--- src/verilog/scpi_parser_pkg.sv ---
// constants and types of the command message parser
// assumes one system clock; characters arrive from a receiver in the same domain
package scpi_parser_pkg;

  // -----------------------------------------------------------------
  // character codes
  // -----------------------------------------------------------------
  localparam logic [7:0] CH_NL = 8'h0a;
  localparam logic [7:0] CH_SPACE = 8'h20;
  localparam logic [7:0] CH_COLON = 8'h3a;
  localparam logic [7:0] CH_SEMI = 8'h3b;
  localparam logic [7:0] CH_QMARK = 8'h3f;
  localparam logic [7:0] CH_UA = 8'h41;
  localparam logic [7:0] CH_UZ = 8'h5a;
  localparam logic [7:0] CH_LA = 8'h61;
  localparam logic [7:0] CH_LZ = 8'h7a;
  localparam logic [7:0] CH_D0 = 8'h30;
  localparam logic [7:0] CH_D9 = 8'h39;
  localparam logic [7:0] CASE_BIT = 8'h20;

  // -----------------------------------------------------------------
  // keyword table
  // -----------------------------------------------------------------
  localparam int KW_MAX = 12;
  localparam int NUM_KW = 12;
  localparam int SHORT_MAX = 4;
  localparam int DEPTH_MAX = 3;
  localparam logic [3:0] KW_SYST = 4'h0;
  localparam logic [3:0] KW_COMM = 4'h1;
  localparam logic [3:0] KW_SER = 4'h2;
  localparam logic [3:0] KW_BAUD = 4'h3;
  localparam logic [KW_MAX*8-1:0] KW_TEXT [NUM_KW] = '{
    "SYSTEM", "COMMUNICATE", "SERIAL", "BAUD", "VOLTAGE", "CURRENT",
    "MEASURE", "OUTPUT", "STATUS", "LEVEL", "TRIGGER", "IMMEDIATE"};
  localparam int KW_LEN [NUM_KW] = '{6, 11, 6, 4, 7, 7, 7, 6, 6, 5, 7, 9};

  // -----------------------------------------------------------------
  // serial rate settings: 2400, 4800, 9600, 19200
  // -----------------------------------------------------------------
  localparam int NUM_BAUD = 4;
  localparam logic [15:0] BAUD_RATE [NUM_BAUD] = '{16'h0960, 16'h12c0, 16'h2580, 16'h4b00};
  localparam logic [1:0] BAUD_RST = 2'h2;
  localparam logic [15:0] VAL_LIMIT = 16'h1998;
  localparam logic [15:0] VAL_SAT = 16'hffff;
  localparam logic [15:0] DEC_BASE = 16'h000a;

  typedef enum logic [1:0] {ST_KEY, ST_QUERY, ST_PARAM, ST_SKIP} pstate_e;

  typedef struct packed {
    logic query;
    logic hasPar;
    logic numeric;
    logic [15:0] value;
  } cmd_s;

  typedef struct packed {
    pstate_e fsm;
    logic [KW_MAX-1:0][7:0] kbuf;
    logic [3:0] klen;
    logic [1:0] level;
    logic [1:0] lastLvl;
    logic [3:0] lastKw;
    logic [DEPTH_MAX:0][3:0] path;
    logic unitStart;
    cmd_s cmd;
    logic pendEnd;
    logic rdy;
    logic kwStb;
    logic [3:0] kwId;
    logic [1:0] kwDepth;
    logic parStb;
    logic [7:0] parChar;
    logic cmdStb;
    cmd_s cmdOut;
    logic msgEnd;
    logic synErr;
    logic [1:0] baudSel;
  } parser_s;

endpackage

--- src/verilog/scpi_message_parser.sv ---
// command message parser: splits a character stream into keywords and parameters
// assumes characters come from logic on clk_sys with a valid/ready handshake
`timescale 1ns/1ps
`default_nettype none

module scpi_message_parser
  import scpi_parser_pkg::*;
(
  input wire logic clk_sys, // system clock
  input wire logic rstn, // synchronous reset, low active
  input wire logic ce, // clock enable
  input wire logic rxValid, // character offered
  input wire logic [7:0] rxChar, // character code
  input wire logic rxEol, // end-of-line flag with the character
  output logic rxReady, // character can be taken
  output logic kwStb, // keyword decoded pulse
  output logic [3:0] kwId, // keyword table index
  output logic [1:0] kwDepth, // tree level of that keyword
  output logic parStb, // parameter character pulse
  output logic [7:0] parChar, // parameter character
  output logic cmdStb, // unit complete pulse
  output cmd_s cmdInfo, // query, parameter and value of the unit
  output logic msgEnd, // message terminated pulse
  output logic synErr, // syntax error pulse
  output logic [1:0] baudSel // selected serial rate index
);

  // -----------------------------------------------------------------
  // keyword matching
  // -----------------------------------------------------------------
  function automatic logic kw_match(input int e, input logic [KW_MAX-1:0][7:0] b, input logic [3:0] n);
    logic ok;
    int l;
    int s;
    l = KW_LEN[e];
    s = l;
    if (l > SHORT_MAX) begin
      case (KW_TEXT[e][(l-SHORT_MAX)*8 +: 8])
        "A", "E", "I", "O", "U": s = SHORT_MAX - 1;
        default: s = SHORT_MAX;
      endcase
    end
    ok = (n == 4'(l)) || (n == 4'(s));
    for (int i = 0; i < KW_MAX; i++) begin
      if (i < int'(n) && i < l && b[i] != KW_TEXT[e][(l-1-i)*8 +: 8]) begin
        ok = 1'b0;
      end
    end
    return ok;
  endfunction

  parser_s st;
  parser_s nx;
  logic [NUM_KW-1:0] kwHit;
  logic anyHit;
  logic [3:0] hitId;
  logic take;
  logic act;
  logic [7:0] ch;
  logic [7:0] up;
  logic isLetter;
  logic isDigit;
  logic isDelim;
  logic doEnd;
  logic err;

  for (genvar e = 0; e < NUM_KW; e++) begin : g_kw
    assign kwHit[e] = kw_match(e, st.kbuf, st.klen);
  end

  always_comb begin
    hitId = '0;
    for (int e = 0; e < NUM_KW; e++) begin
      if (kwHit[e]) begin
        hitId = 4'(e);
      end
    end
  end

  assign anyHit = |kwHit;
  assign take = rxValid && st.rdy;
  assign act = take || st.pendEnd;
  assign ch = st.pendEnd ? CH_NL : rxChar;
  assign up = (ch >= CH_LA && ch <= CH_LZ) ? (ch ^ CASE_BIT) : ch;
  assign isLetter = up >= CH_UA && up <= CH_UZ;
  assign isDigit = ch >= CH_D0 && ch <= CH_D9;
  assign isDelim = ch == CH_COLON || ch == CH_SPACE || ch == CH_QMARK || ch == CH_SEMI || ch == CH_NL;

  // -----------------------------------------------------------------
  // parser state machine
  // -----------------------------------------------------------------
  always_comb begin
    nx = st;
    doEnd = 1'b0;
    err = 1'b0;
    nx.kwStb = 1'b0;
    nx.parStb = 1'b0;
    nx.cmdStb = 1'b0;
    nx.msgEnd = 1'b0;
    nx.synErr = 1'b0;
    if (act) begin
      case (st.fsm)
        ST_KEY: begin
          if (isLetter) begin
            if (st.klen == 4'(KW_MAX)) begin
              err = 1'b1;
            end else begin
              nx.kbuf[st.klen] = up;
              nx.klen = st.klen + 4'h1;
            end
          end else if (!isDelim) begin
            err = 1'b1;
          end else if (st.klen == '0) begin
            if (ch == CH_COLON && st.unitStart) begin
              nx.level = '0;
            end else if (!((ch == CH_SEMI || ch == CH_NL) && st.unitStart)) begin
              err = 1'b1;
            end
          end else if (!anyHit) begin
            err = 1'b1;
          end else begin
            nx.kwStb = 1'b1;
            nx.kwId = hitId;
            nx.kwDepth = st.level;
            nx.path[st.level] = hitId;
            nx.lastKw = hitId;
            nx.lastLvl = st.level;
            nx.unitStart = 1'b0;
            nx.klen = '0;
            case (ch)
              CH_COLON: begin
                if (st.level == 2'(DEPTH_MAX)) begin
                  err = 1'b1;
                end else begin
                  nx.level = st.level + 2'h1;
                end
              end
              CH_SPACE: nx.fsm = ST_PARAM;
              CH_QMARK: begin
                nx.cmd.query = 1'b1;
                nx.fsm = ST_QUERY;
              end
              default: doEnd = 1'b1;
            endcase
          end
        end
        ST_QUERY: begin
          if (ch == CH_SPACE) begin
            nx.fsm = ST_PARAM;
          end else if (ch == CH_SEMI || ch == CH_NL) begin
            doEnd = 1'b1;
          end else begin
            err = 1'b1;
          end
        end
        ST_PARAM: begin
          if (ch == CH_SEMI || ch == CH_NL) begin
            doEnd = 1'b1;
          end else begin
            nx.parStb = 1'b1;
            nx.parChar = ch;
            nx.cmd.hasPar = 1'b1;
            nx.cmd.numeric = isDigit && (st.cmd.numeric || !st.cmd.hasPar);
            if (!st.cmd.hasPar) begin
              nx.cmd.value = {12'h000, ch[3:0]};
            end else if (st.cmd.value > VAL_LIMIT) begin
              nx.cmd.value = VAL_SAT;
            end else begin
              nx.cmd.value = 16'(st.cmd.value * DEC_BASE + {12'h000, ch[3:0]});
            end
          end
        end
        ST_SKIP: begin
          nx.fsm = ST_SKIP;
        end
        default: nx.fsm = ST_KEY;
      endcase

      if (doEnd) begin
        nx.cmdStb = 1'b1;
        nx.cmdOut = nx.cmd;
        if (nx.lastKw == KW_BAUD && nx.lastLvl == 2'(DEPTH_MAX) && nx.path[0] == KW_SYST &&
            nx.path[1] == KW_COMM && nx.path[2] == KW_SER && !nx.cmd.query) begin
          err = 1'b1;
          for (int b = 0; b < NUM_BAUD; b++) begin
            if (nx.cmd.hasPar && nx.cmd.numeric && nx.cmd.value == BAUD_RATE[b]) begin
              nx.baudSel = 2'(b);
              err = 1'b0;
            end
          end
        end
        nx.cmd = '0;
        nx.unitStart = 1'b1;
        nx.fsm = ST_KEY;
      end

      if (err) begin
        nx.synErr = 1'b1;
        nx.klen = '0;
        nx.cmd = '0;
        nx.fsm = ST_SKIP;
      end

      if (ch == CH_NL) begin
        nx.msgEnd = 1'b1;
        nx.level = '0;
        nx.klen = '0;
        nx.cmd = '0;
        nx.unitStart = 1'b1;
        nx.fsm = ST_KEY;
      end

      nx.pendEnd = take && rxEol && rxChar != CH_NL;
      nx.rdy = !nx.pendEnd;
    end
  end

  always_ff @(posedge clk_sys) begin
    if (!rstn) begin
      st <= '0;
      st.rdy <= 1'b1;
      st.unitStart <= 1'b1;
      st.baudSel <= BAUD_RST;
    end else if (ce) begin
      st <= nx;
    end
  end

  assign rxReady = st.rdy;
  assign kwStb = st.kwStb;
  assign kwId = st.kwId;
  assign kwDepth = st.kwDepth;
  assign parStb = st.parStb;
  assign parChar = st.parChar;
  assign cmdStb = st.cmdStb;
  assign cmdInfo = st.cmdOut;
  assign msgEnd = st.msgEnd;
  assign synErr = st.synErr;
  assign baudSel = st.baudSel;

  // -----------------------------------------------------------------
  // checks
  // -----------------------------------------------------------------
  property p_eolEnds;
    @(posedge clk_sys) disable iff (!rstn)
    (take && rxEol && rxChar != CH_NL && ce) ##1 ce |=> msgEnd;
  endproperty
  a_eolEnds: assert property (p_eolEnds) else $error("eol char did not end message");

  property p_nlEnds;
    @(posedge clk_sys) disable iff (!rstn)
    take && rxChar == CH_NL && ce |=> msgEnd && st.level == '0 && st.fsm == ST_KEY;
  endproperty
  a_nlEnds: assert property (p_nlEnds) else $error("newline did not return to root");

  property p_unitDone;
    @(posedge clk_sys) disable iff (!rstn)
    take && !st.pendEnd && rxChar == CH_NL && st.fsm == ST_KEY && st.klen != '0 && anyHit && ce
      |=> kwStb && cmdStb && msgEnd;
  endproperty
  a_unitDone: assert property (p_unitDone) else $error("keyword unit not completed");

  property p_badForm;
    @(posedge clk_sys) disable iff (!rstn)
    act && st.fsm == ST_KEY && isDelim && st.klen != '0 && !anyHit && ce |=> synErr && !kwStb;
  endproperty
  a_badForm: assert property (p_badForm) else $error("bad abbreviation accepted");

  property p_caseFold;
    @(posedge clk_sys) disable iff (!rstn)
    take && !st.pendEnd && st.fsm == ST_KEY && rxChar >= CH_LA && rxChar <= CH_LZ &&
      st.klen < 4'(KW_MAX) && ce |=> st.kbuf[$past(st.klen)] == ($past(rxChar) ^ CASE_BIT);
  endproperty
  a_caseFold: assert property (p_caseFold) else $error("letter not folded to upper case");

  property p_descend;
    @(posedge clk_sys) disable iff (!rstn)
    act && st.fsm == ST_KEY && ch == CH_COLON && st.klen != '0 && anyHit && st.level != 2'(DEPTH_MAX) && ce
      |=> kwStb && st.level == $past(st.level) + 2'h1;
  endproperty
  a_descend: assert property (p_descend) else $error("colon did not descend a level");

  property p_semiSplit;
    @(posedge clk_sys) disable iff (!rstn)
    take && st.fsm == ST_PARAM && rxChar == CH_SEMI && ce |=> cmdStb && !msgEnd;
  endproperty
  a_semiSplit: assert property (p_semiSplit) else $error("semicolon did not close unit");

  property p_query;
    @(posedge clk_sys) disable iff (!rstn)
    act && st.fsm == ST_KEY && ch == CH_QMARK && st.klen != '0 && anyHit && ce
      |=> st.fsm == ST_QUERY && st.cmd.query;
  endproperty
  a_query: assert property (p_query) else $error("query marker not recorded");

  property p_errSkip;
    @(posedge clk_sys) disable iff (!rstn)
    synErr && !msgEnd |-> st.fsm == ST_SKIP && st.cmd == '0 && st.klen == '0;
  endproperty
  a_errSkip: assert property (p_errSkip) else $error("error did not skip to terminator");

  property p_baudOnCmd;
    @(posedge clk_sys) disable iff (!rstn)
    $changed(baudSel) |-> cmdStb && cmdInfo.numeric && cmdInfo.value == BAUD_RATE[baudSel];
  endproperty
  a_baudOnCmd: assert property (p_baudOnCmd) else $error("rate changed without valid command");

  property p_param;
    @(posedge clk_sys) disable iff (!rstn)
    act && st.fsm == ST_KEY && ch == CH_SPACE && st.klen != '0 && anyHit && ce |=> st.fsm == ST_PARAM;
  endproperty
  a_param: assert property (p_param) else $error("space did not open parameter");

  property p_resetRoot;
    @(posedge clk_sys)
    $rose(rstn) |-> st.level == '0 && st.klen == '0 && !synErr && rxReady && st.fsm == ST_KEY;
  endproperty
  a_resetRoot: assert property (p_resetRoot) else $error("parser not at root after reset");

endmodule
`default_nettype wire

--- config.mk ---
export PLATFORM = sky130hd
export DESIGN_NAME = scpi_message_parser
export DESIGN_NICKNAME = d
export VERILOG_FILES = /design/src/verilog/scpi_parser_pkg.sv /design/src/verilog/scpi_message_parser.sv
export SDC_FILE = /design/constraint.sdc
export NUM_CORES = 1
export LEC_CHECK = 0
export BUFFER_PORTS_ARGS = -buffer_cell sky130_fd_sc_hd__buf_2
export CAP_MARGIN = 30
export CORE_ASPECT_RATIO = 0.5
export CORE_UTILIZATION = 40
export CTS_BUF_LIST = sky130_fd_sc_hd__clkbuf_4
export DETAILED_ROUTE_END_ITERATION = 7
export HOLD_SLACK_MARGIN = 0.06
export PLACE_DENSITY = 0.56
export SLEW_MARGIN = 20
export SYNTH_ARGS = -nofsm -noshare
export SYNTH_HDL_FRONTEND = slang
export SYNTH_SLANG_ARGS = --single-unit
--- constraint.sdc ---
create_clock -name clk_sys -period 4.4 [get_ports clk_sys]
set_input_delay 0.22 -clock clk_sys [delete_from_list [all_inputs] [get_ports clk_sys]]
set_output_delay 0.22 -clock clk_sys [all_outputs]
set_load 0.02 [all_outputs]
==> reports/metrics.yaml, run 1 <==
status:
  status: "finished with violations"
  violations: "setup timing"
logic_synthesis:
  netlist_area_um2: 10700
  synth_flop_cell: "dfxtp_1"
  synth-seq-cells: 176
  synth_seq_area_share_pct: 32.9
  avgSynthCellArea_um2: 7.99
  yosys_warnings: 0
  netlist.area_leader.share_pct: 32.9
  postSynthCellCount: 1340
  async_flop_share_pct: 0
  synth_edf_count: 0
  synth_fp_nets: 1390
  yosysUniqueCellTypes: 99
  synth.area.top_cells: "dfxtp_1 33%, nor2_1 7.4%, a21oi_1 6.1%"
  synth_top_area_cell: "dfxtp_1"
run:
  max_cap_viol_count: 0
finish:
  final_cell_count_no_fill: 1790
  num-nets-final: 1483
  syn_to_final_growth_pct: 14.5
  fin_util_pct: 47.6
  drive_gt1_share_pct: 18.8
  fillCellCount: 2547
  fin_area_um2: 12300
global_routing:
  grtUsageTotal_pct: 24.7
  grt_pass1_wl_um: 53600
  grt_pass1_vias: 9833
  grt_max_degree: 68
  grt_overflow: 0
  antenna_found_initial: 1
die:
  die_height_um: 118
  pin_count: 54
  rows: 41
  start_util_pct: 41.6
  fp.dieW_um: 233
  core_area_um2: 25800
  die_area_um2: 27400
cts:
  insertion_delay_ns: 0.64
  clk_pin_slew_ns: 0.16
  max-clock-path-buffers: 2
  cts_tree: "done"
  cts_htree_levels: 4
  cts_made_buffers: 17
  cts_sinks: 176
  ctsRootBufferMaster: "clkbuf_4"
sta:
  finalClockSkew_ns: 0.0259
  setup-violations-final: 5
  finalCritPeriodShare_pct: 103
  finalWorstSetupSlack_ns: -0.116
  relSlewSlack_pct: 46.7
  fin_crit_ns: 4.52
  rsz0062_at_grt: "yes"
  timing.fmax_ghz: 0.221
  hold_viol_final: 0
  final_max_slew_viol_count: 0
  fin_setup_tns_ns: -0.308
  tightest_slew_ns: 0.793
pwr:
  power_leakage_nw: 4.94
  ir_worst_vdd_uv: 118
  power.density_nw_per_um2: 234
critical_path:
  crit_chain: "ha_4 -> ha_4 -> inv_2 -> fa_2 -> xnor2_2 -> o2111ai_2 -> or3_4 -> or3_4 -> or3_4 -> or4_4 -> xor2_1 -> a31o_1 -> a32oi_4 -> nor4b_4 -> mux2_4"
  cp.arrival_ns: 5.05
  required_ns: 4.93
  worst-path-max-fanout: 3
  end_kind: "register"
  critPathLaunchType: "register"
  rr_worst_depth: 15
  criticalPathCategory: "register to register"
  cpMostUsedCell: "or3_4"
  slowest_delay_ns: 0.52
  worst_path_max_delay_cell: "or4_4"
min_path:
  hold_depth: 4
  hp-class: "input port to register"
placement:
  dp_slack_ns: -0.150
  gp_congestion: 0.939
  hpwl_um: 25000
  placed_area_um2: 11700
  placed_cells: 1743
  port_buffers: 53
drt:
  routedWlPerCell_um: 18.9
  via_per_inst: 5.83
  drc: 0
  drtIter0Drc: 903
  vias: 10444
  routed_wl_um: 33800
  drt_first_pass_iters: 6
  ant_nets: 0
## cells by family (layout without fill, tap and decap cells)
| family | after synthesis | in the layout | share of synthesized area [%] |
|---|---|---|---|
| AOI/OAI and AO/OA | 367 | 367 | 23.4 |
| DFF | 176 | 176 | 32.9 |
| xor gates and xnor gates | 16 | 16 | 1.31 |
| adders and majority gates | 37 | 37 | 4.47 |
| buffers and inverters | 140 | 245 | 6.37 |
| muxes | 31 | 31 | 2.95 |
| other | 0 | 1 | 0 |
| and+or+nand+nor | 573 | 573 | 28.6 |
## stage by stage
| step | hold slack (ns) | power (W) |
|---|---|---|
| after global routing | 0.107 | 0.00298 |
| after floorplan | 0.381 | 0.00182 |
| after global placement | 0.428 | 0.00193 |
| final | 0.127 | 0.00287 |
| after CTS | 0.0838 | 0.00288 |
| after detailed placement | 0.433 | 0.00193 |
## layout by cell type, fill, tap and decap left out, types with 10 or more instances in the layout
cell and n:
ha_1 32, or3_1 11, o21ai_0 47, nand2_1 88
nor4b_1 10, a31oi_1 18, nand3_1 32, buf_4 113
nor2b_1 23, nor3_1 29, nor4_1 10, inv_1 36
a211oi_1 16, nand4_1 17, a21oi_1 130, mux2i_1 29
a22o_1 14, and3_1 30, a41oi_1 15, dfxtp_1 173
clkbuf_4 18, buf_2 53, and2_1 11, nor2_1 212
nand2b_1 14
## area by class of cell
type	count	area [µm²]	area share, %
Antenna cell	1	2.50	0.0204
Clock buffer	18	135	1.10
Clock inverter	13	153	1.25
Inverter	39	148	1.20
Multi-Input combinational cell	1024	6620	54.0
Sequential cell	176	3530	28.8
Tap cell	344	430	3.51
Timing Repair Buffer	175	1230	10.1
## critical path: cells and delay by family, from the launching register on
family,cells,cell delay [ns]
AOI/OAI and AO/OA,3,0.57
xor gates and xnor gates,2,0.40
adders and majority gates,3,0.74
buffers and inverters,1,0.03
DFF,1,0.40
muxes,1,0.33
and+or+nand+nor,5,1.95
## synthesized netlist by cell type (8+ instances only)
cell type / instances
a21o_1: 8
or3_1: 11
nand2b_1: 14
a31oi_1: 18
xnor2_1: 10
o22ai_1: 10
buf_2: 8
and3_1: 30
nand4_1: 17
clkbuf_1: 54
inv_1: 39
buf_4: 37
nand3_1: 32
and2_1: 11
nand2_1: 88
nor4_1: 12
dfxtp_1: 176
a211o_1: 9
a21oi_1: 130
nor3b_1: 8
o21a_1: 8
a41oi_1: 15
a22o_1: 14
o21ai_0: 47
nor3_1: 31
a211oi_1: 17
nor2_1: 212
ha_1: 35
nor4b_1: 11
o31ai_1: 9
mux2i_1: 30
nor2b_1: 23
nor4bb_1: 8
or2_2: 8
## power by group
group          internal [W]  switching (W)
registers           0.00160      0.0000117
logic             0.0000992       0.000193
clock network      0.000307       0.000649
## worst paths after layout
kind / from / end / slack [ns]
min: rxValid / st[41] / 0.13
max reg2reg: st[45] / baudSel[0] / -0.12
min reg2reg: st[168] / st[168] / 0.46
max: st[45] / baudSel[0] / -0.12
## flip-flops by register name, indices dropped and copies added, names as in the netlist
name     cells
baudSel      2
cmdInfo     19
cmdStb       1
kwDepth      2
kwId         4
kwStb        1
msgEnd       1
parChar      8
parStb       1
rxReady      1
st         135
synErr       1
## routing by layer
layer | up-vias | wire, µm | global-route usage, %
li1 | 5074 | - | -
met1 | 5031 | 16000 | 33.5
met2 | 297 | 15700 | 40.5
met3 | 42 | 1510 | 3.92
met4 | 0 | 529 | 6.50
met5 | - | 0 | 0
## timing repair
action,4_1_cts,5_1_grt
setup buffers,8,1
endpoints found under the hold margin,10,0
hold buffers,6,0
resized for setup,10,11
pin swaps,13,10
endpoints found under the setup margin,9,9
Note: power is estimated with default switching activity, not from simulation.
==> run 2, diff against run 1 <==
PLACE_DENSITY = 0.54   (was 0.56)
clock period = 5.46 ns   (was 4.4 ns; I/O delays follow)
==> run 2 against run 1 <==
  * The flow now finishes without violations
  * Final cell count is 5.2% lower
  * Sequential cell count stayed put
  * Maximum frequency shrank 11%
  * Via count fell by 4.1%
  * Routed wire length shrank 4.8%
  * Sequential share of layout area increased by 2.2 points
  * Hold slack improved by 0.023 ns
  * Setup slack gained 0.49 ns
==> reports/metrics.yaml, run 2 (synthesis gave the netlist of run 1 again) <==
status:
  status: "finished clean"
run:
  max_cap_viol_count: 0  # unchanged
global_routing:
  antenna_found_initial: 1  # unchanged
  grtUsageMet1_pct: 32.8  # -0.67 points
  use_met3_pct: 4.48  # +0.56 points
  grt_max_degree: 54  # -21%
  grt_overflow: 0  # unchanged
  use_met2_pct: 37.6  # -2.8 points
  grtUsageTotal_pct: 23.8  # -0.89 points
  grt_pass1_vias: 9388  # -4.5%
  grt_pass1_wl_um: 51600  # -3.8%
  grt_busiest_layer: "met2"
drt:
  drc: 0  # unchanged
  drt_first_pass_iters: 7  # +1
  routed_wl_um: 32200  # -4.8%
  ant_nets: 0  # unchanged
  drtIter0Drc: 891  # -1.3%
  vias: 10020  # -4.1%
  routedWlPerCell_um: 19.0  # +0.43%
  via_per_inst: 5.90  # +1.2%
finish:
  syn_to_final_growth_pct: 6.29
  fin_util_pct: 44.2  # -3.4 points
  final_common_cell: "nor2_1"
  multi_input_area_um2: 6500  # -1.9%
  largest_register: "st"
  drive_gt1_share_pct: 11.6  # -7.2 points
  layout.cells.most_common_list: "211 x nor2_1, 176 x dfxtp_1, 130 x a21oi_1, 88 x nand2_1, 53 x buf_2"
  largest_register_ffs: 135  # unchanged
  final_cell_count_no_fill: 1697  # -5.2%
  num-nets-final: 1390  # -6.3%
  seq_area_um2: 3520  # -0.18%
  fillCellCount: 2654  # +4.2%
cts:
  cts_htree_levels: 4  # unchanged
  cts_hold_buffers: 5  # -1
  ctsRootBufferMaster: "clkbuf_4"
  ctsResizeCount: 0  # -10
  cts_tree: "done"
  cts_sinks: 176  # unchanged
  insertion_delay_ns: 0.63  # about the same
  clk_pin_slew_ns: 0.15  # about the same
  cts_setup_buffers: 0  # -8
  cts_made_buffers: 17  # unchanged
  max-clock-path-buffers: 2  # unchanged
sta:
  setup-violations-final: 0  # -5
  final_max_slew_viol_count: 0  # unchanged
  relSlewSlack_pct: 40.0  # -6.7 points
  hold_viol_final: 0  # unchanged
  tightest_slew_ns: 0.893  # +0.0996 ns
  rsz0062_at_grt: "no"
  fin_crit_ns: 5.08  # +0.569 ns
  finalWorstSetupSlack_ns: 0.375  # +0.491 ns
  finalClockSkew_ns: 0.0270  # +0.00105 ns
  timing.fmax_ghz: 0.197  # -11%
  finalCritPeriodShare_pct: 93.1  # -9.5 points
  fin_setup_tns_ns: 0  # +0.308 ns
die:
  die_height_um: 118  # unchanged
  core_area_um2: 25800  # unchanged
  die_area_um2: 27400  # unchanged
  start_util_pct: 41.6  # unchanged
  rows: 41  # unchanged
  pin_count: 54  # unchanged
  fp.dieW_um: 233  # unchanged
critical_path:
  worst_path_max_delay_cell: "ha_1"
  rr_startpoint: "st[87]"
  slowest_delay_ns: 0.67  # +0.15 ns
  crit_chain: "inv_1 -> ha_1 -> nor3b_2 -> a41oi_1 -> a2111oi_0 -> nand3_1 -> o31ai_1 -> nor4_2 -> a21oi_1 -> mux2i_1 -> nand4_2 -> nor4b_2 -> mux2_4"
  critPathLaunchType: "register"
  setup.worst_path.start: "st[87]"
  end_kind: "register"
  worst-path-max-fanout: 19  # +16
  criticalPathCategory: "register to register"
  cp.arrival_ns: 5.60  # +0.55 ns
  required_ns: 5.98  # +1.05 ns
pwr:
  power_w: 0.00228  # -20%
  ir_worst_vdd_uv: 111  # -5.5%
  power_leakage_nw: 4.43  # -10%
  power.density_nw_per_um2: 200  # -14%
placement:
  port_buffers: 53  # unchanged
  dp_slack_ns: 0.444  # +0.594 ns
  placed_cells: 1659  # -4.8%
  hpwl_um: 23700  # -5.1%
  gp_congestion: 0.971  # +3.4%
min_path:
  hold_start: "rxValid"
  hp-class: "input port to register"
-- run 2: cell count changes in the layout (fill, tap and decap cells not counted), sizes merged --
cell and delta:
inv -2, bufinv +1, buf -92, dlygate4sd3 -1, clkinv +1
-- run 2: worst paths after layout --
check | end | depth (start not counted) | slack, ns
worst max-delay path | baudSel[0] | 13 | 0.38
worst min-delay path | rxReady | 4 | 0.15
worst max register to register | baudSel[0] | 13 | 0.38
worst min register to register | st[160] | 2 | 0.45
-- run 2: critical path, delay by kind of cell (launching register included) --
| family | cells | cell delay (ns) |
|---|---|---|
| buffers and inverters | 1 | 0.16 |
| adders and majority gates | 1 | 0.67 |
| DFF | 1 | 0.48 |
| AOI/OAI and AO/OA | 4 | 1.38 |
| and+or+nand+nor | 5 | 1.64 |
| muxes | 2 | 0.63 |
-- run 2: power by group --
part / switching (W) / internal (W) / leakage (nW) / total, W
Combinational: 0.000147 / 0.0000656 / 2.87 / 0.000213
Sequential: 0.0000114 / 0.00129 / 1.42 / 0.00130
Clock: 0.000488 / 0.000276 / 0.147 / 0.000763
Total: 0.000646 / 0.00163 / 4.43 / 0.00228
-- run 2: final cells by class --
class                           count  area share (%)
Sequential cell                   176            31.0
Clock inverter                     13            1.21
Clock buffer                       18            1.19
Inverter                           39            1.30
Tap cell                          344            3.78
Antenna cell                        1          0.0220
Multi-Input combinational cell   1024            57.1
Timing Repair Buffer               82            4.39
-- run 2: through the flow --
| stage | hold WS (ns) | area [µm²] |
|---|---|---|
| final | 0.150 | 11400 |
| after global routing | 0.101 | 11400 |
| after CTS | 0.0880 | 11400 |
| after detailed placement | 0.439 | 11000 |
| after global placement | 0.428 | 11000 |
| after floorplan | 0.421 | 10700 |
-- run 2: layer usage --
metal	part of all wire, %	vias up
li1	-	4876
met1	48	4847
met2	46	252
met3	5.0	45
met4	1.8	0
met5	0	-
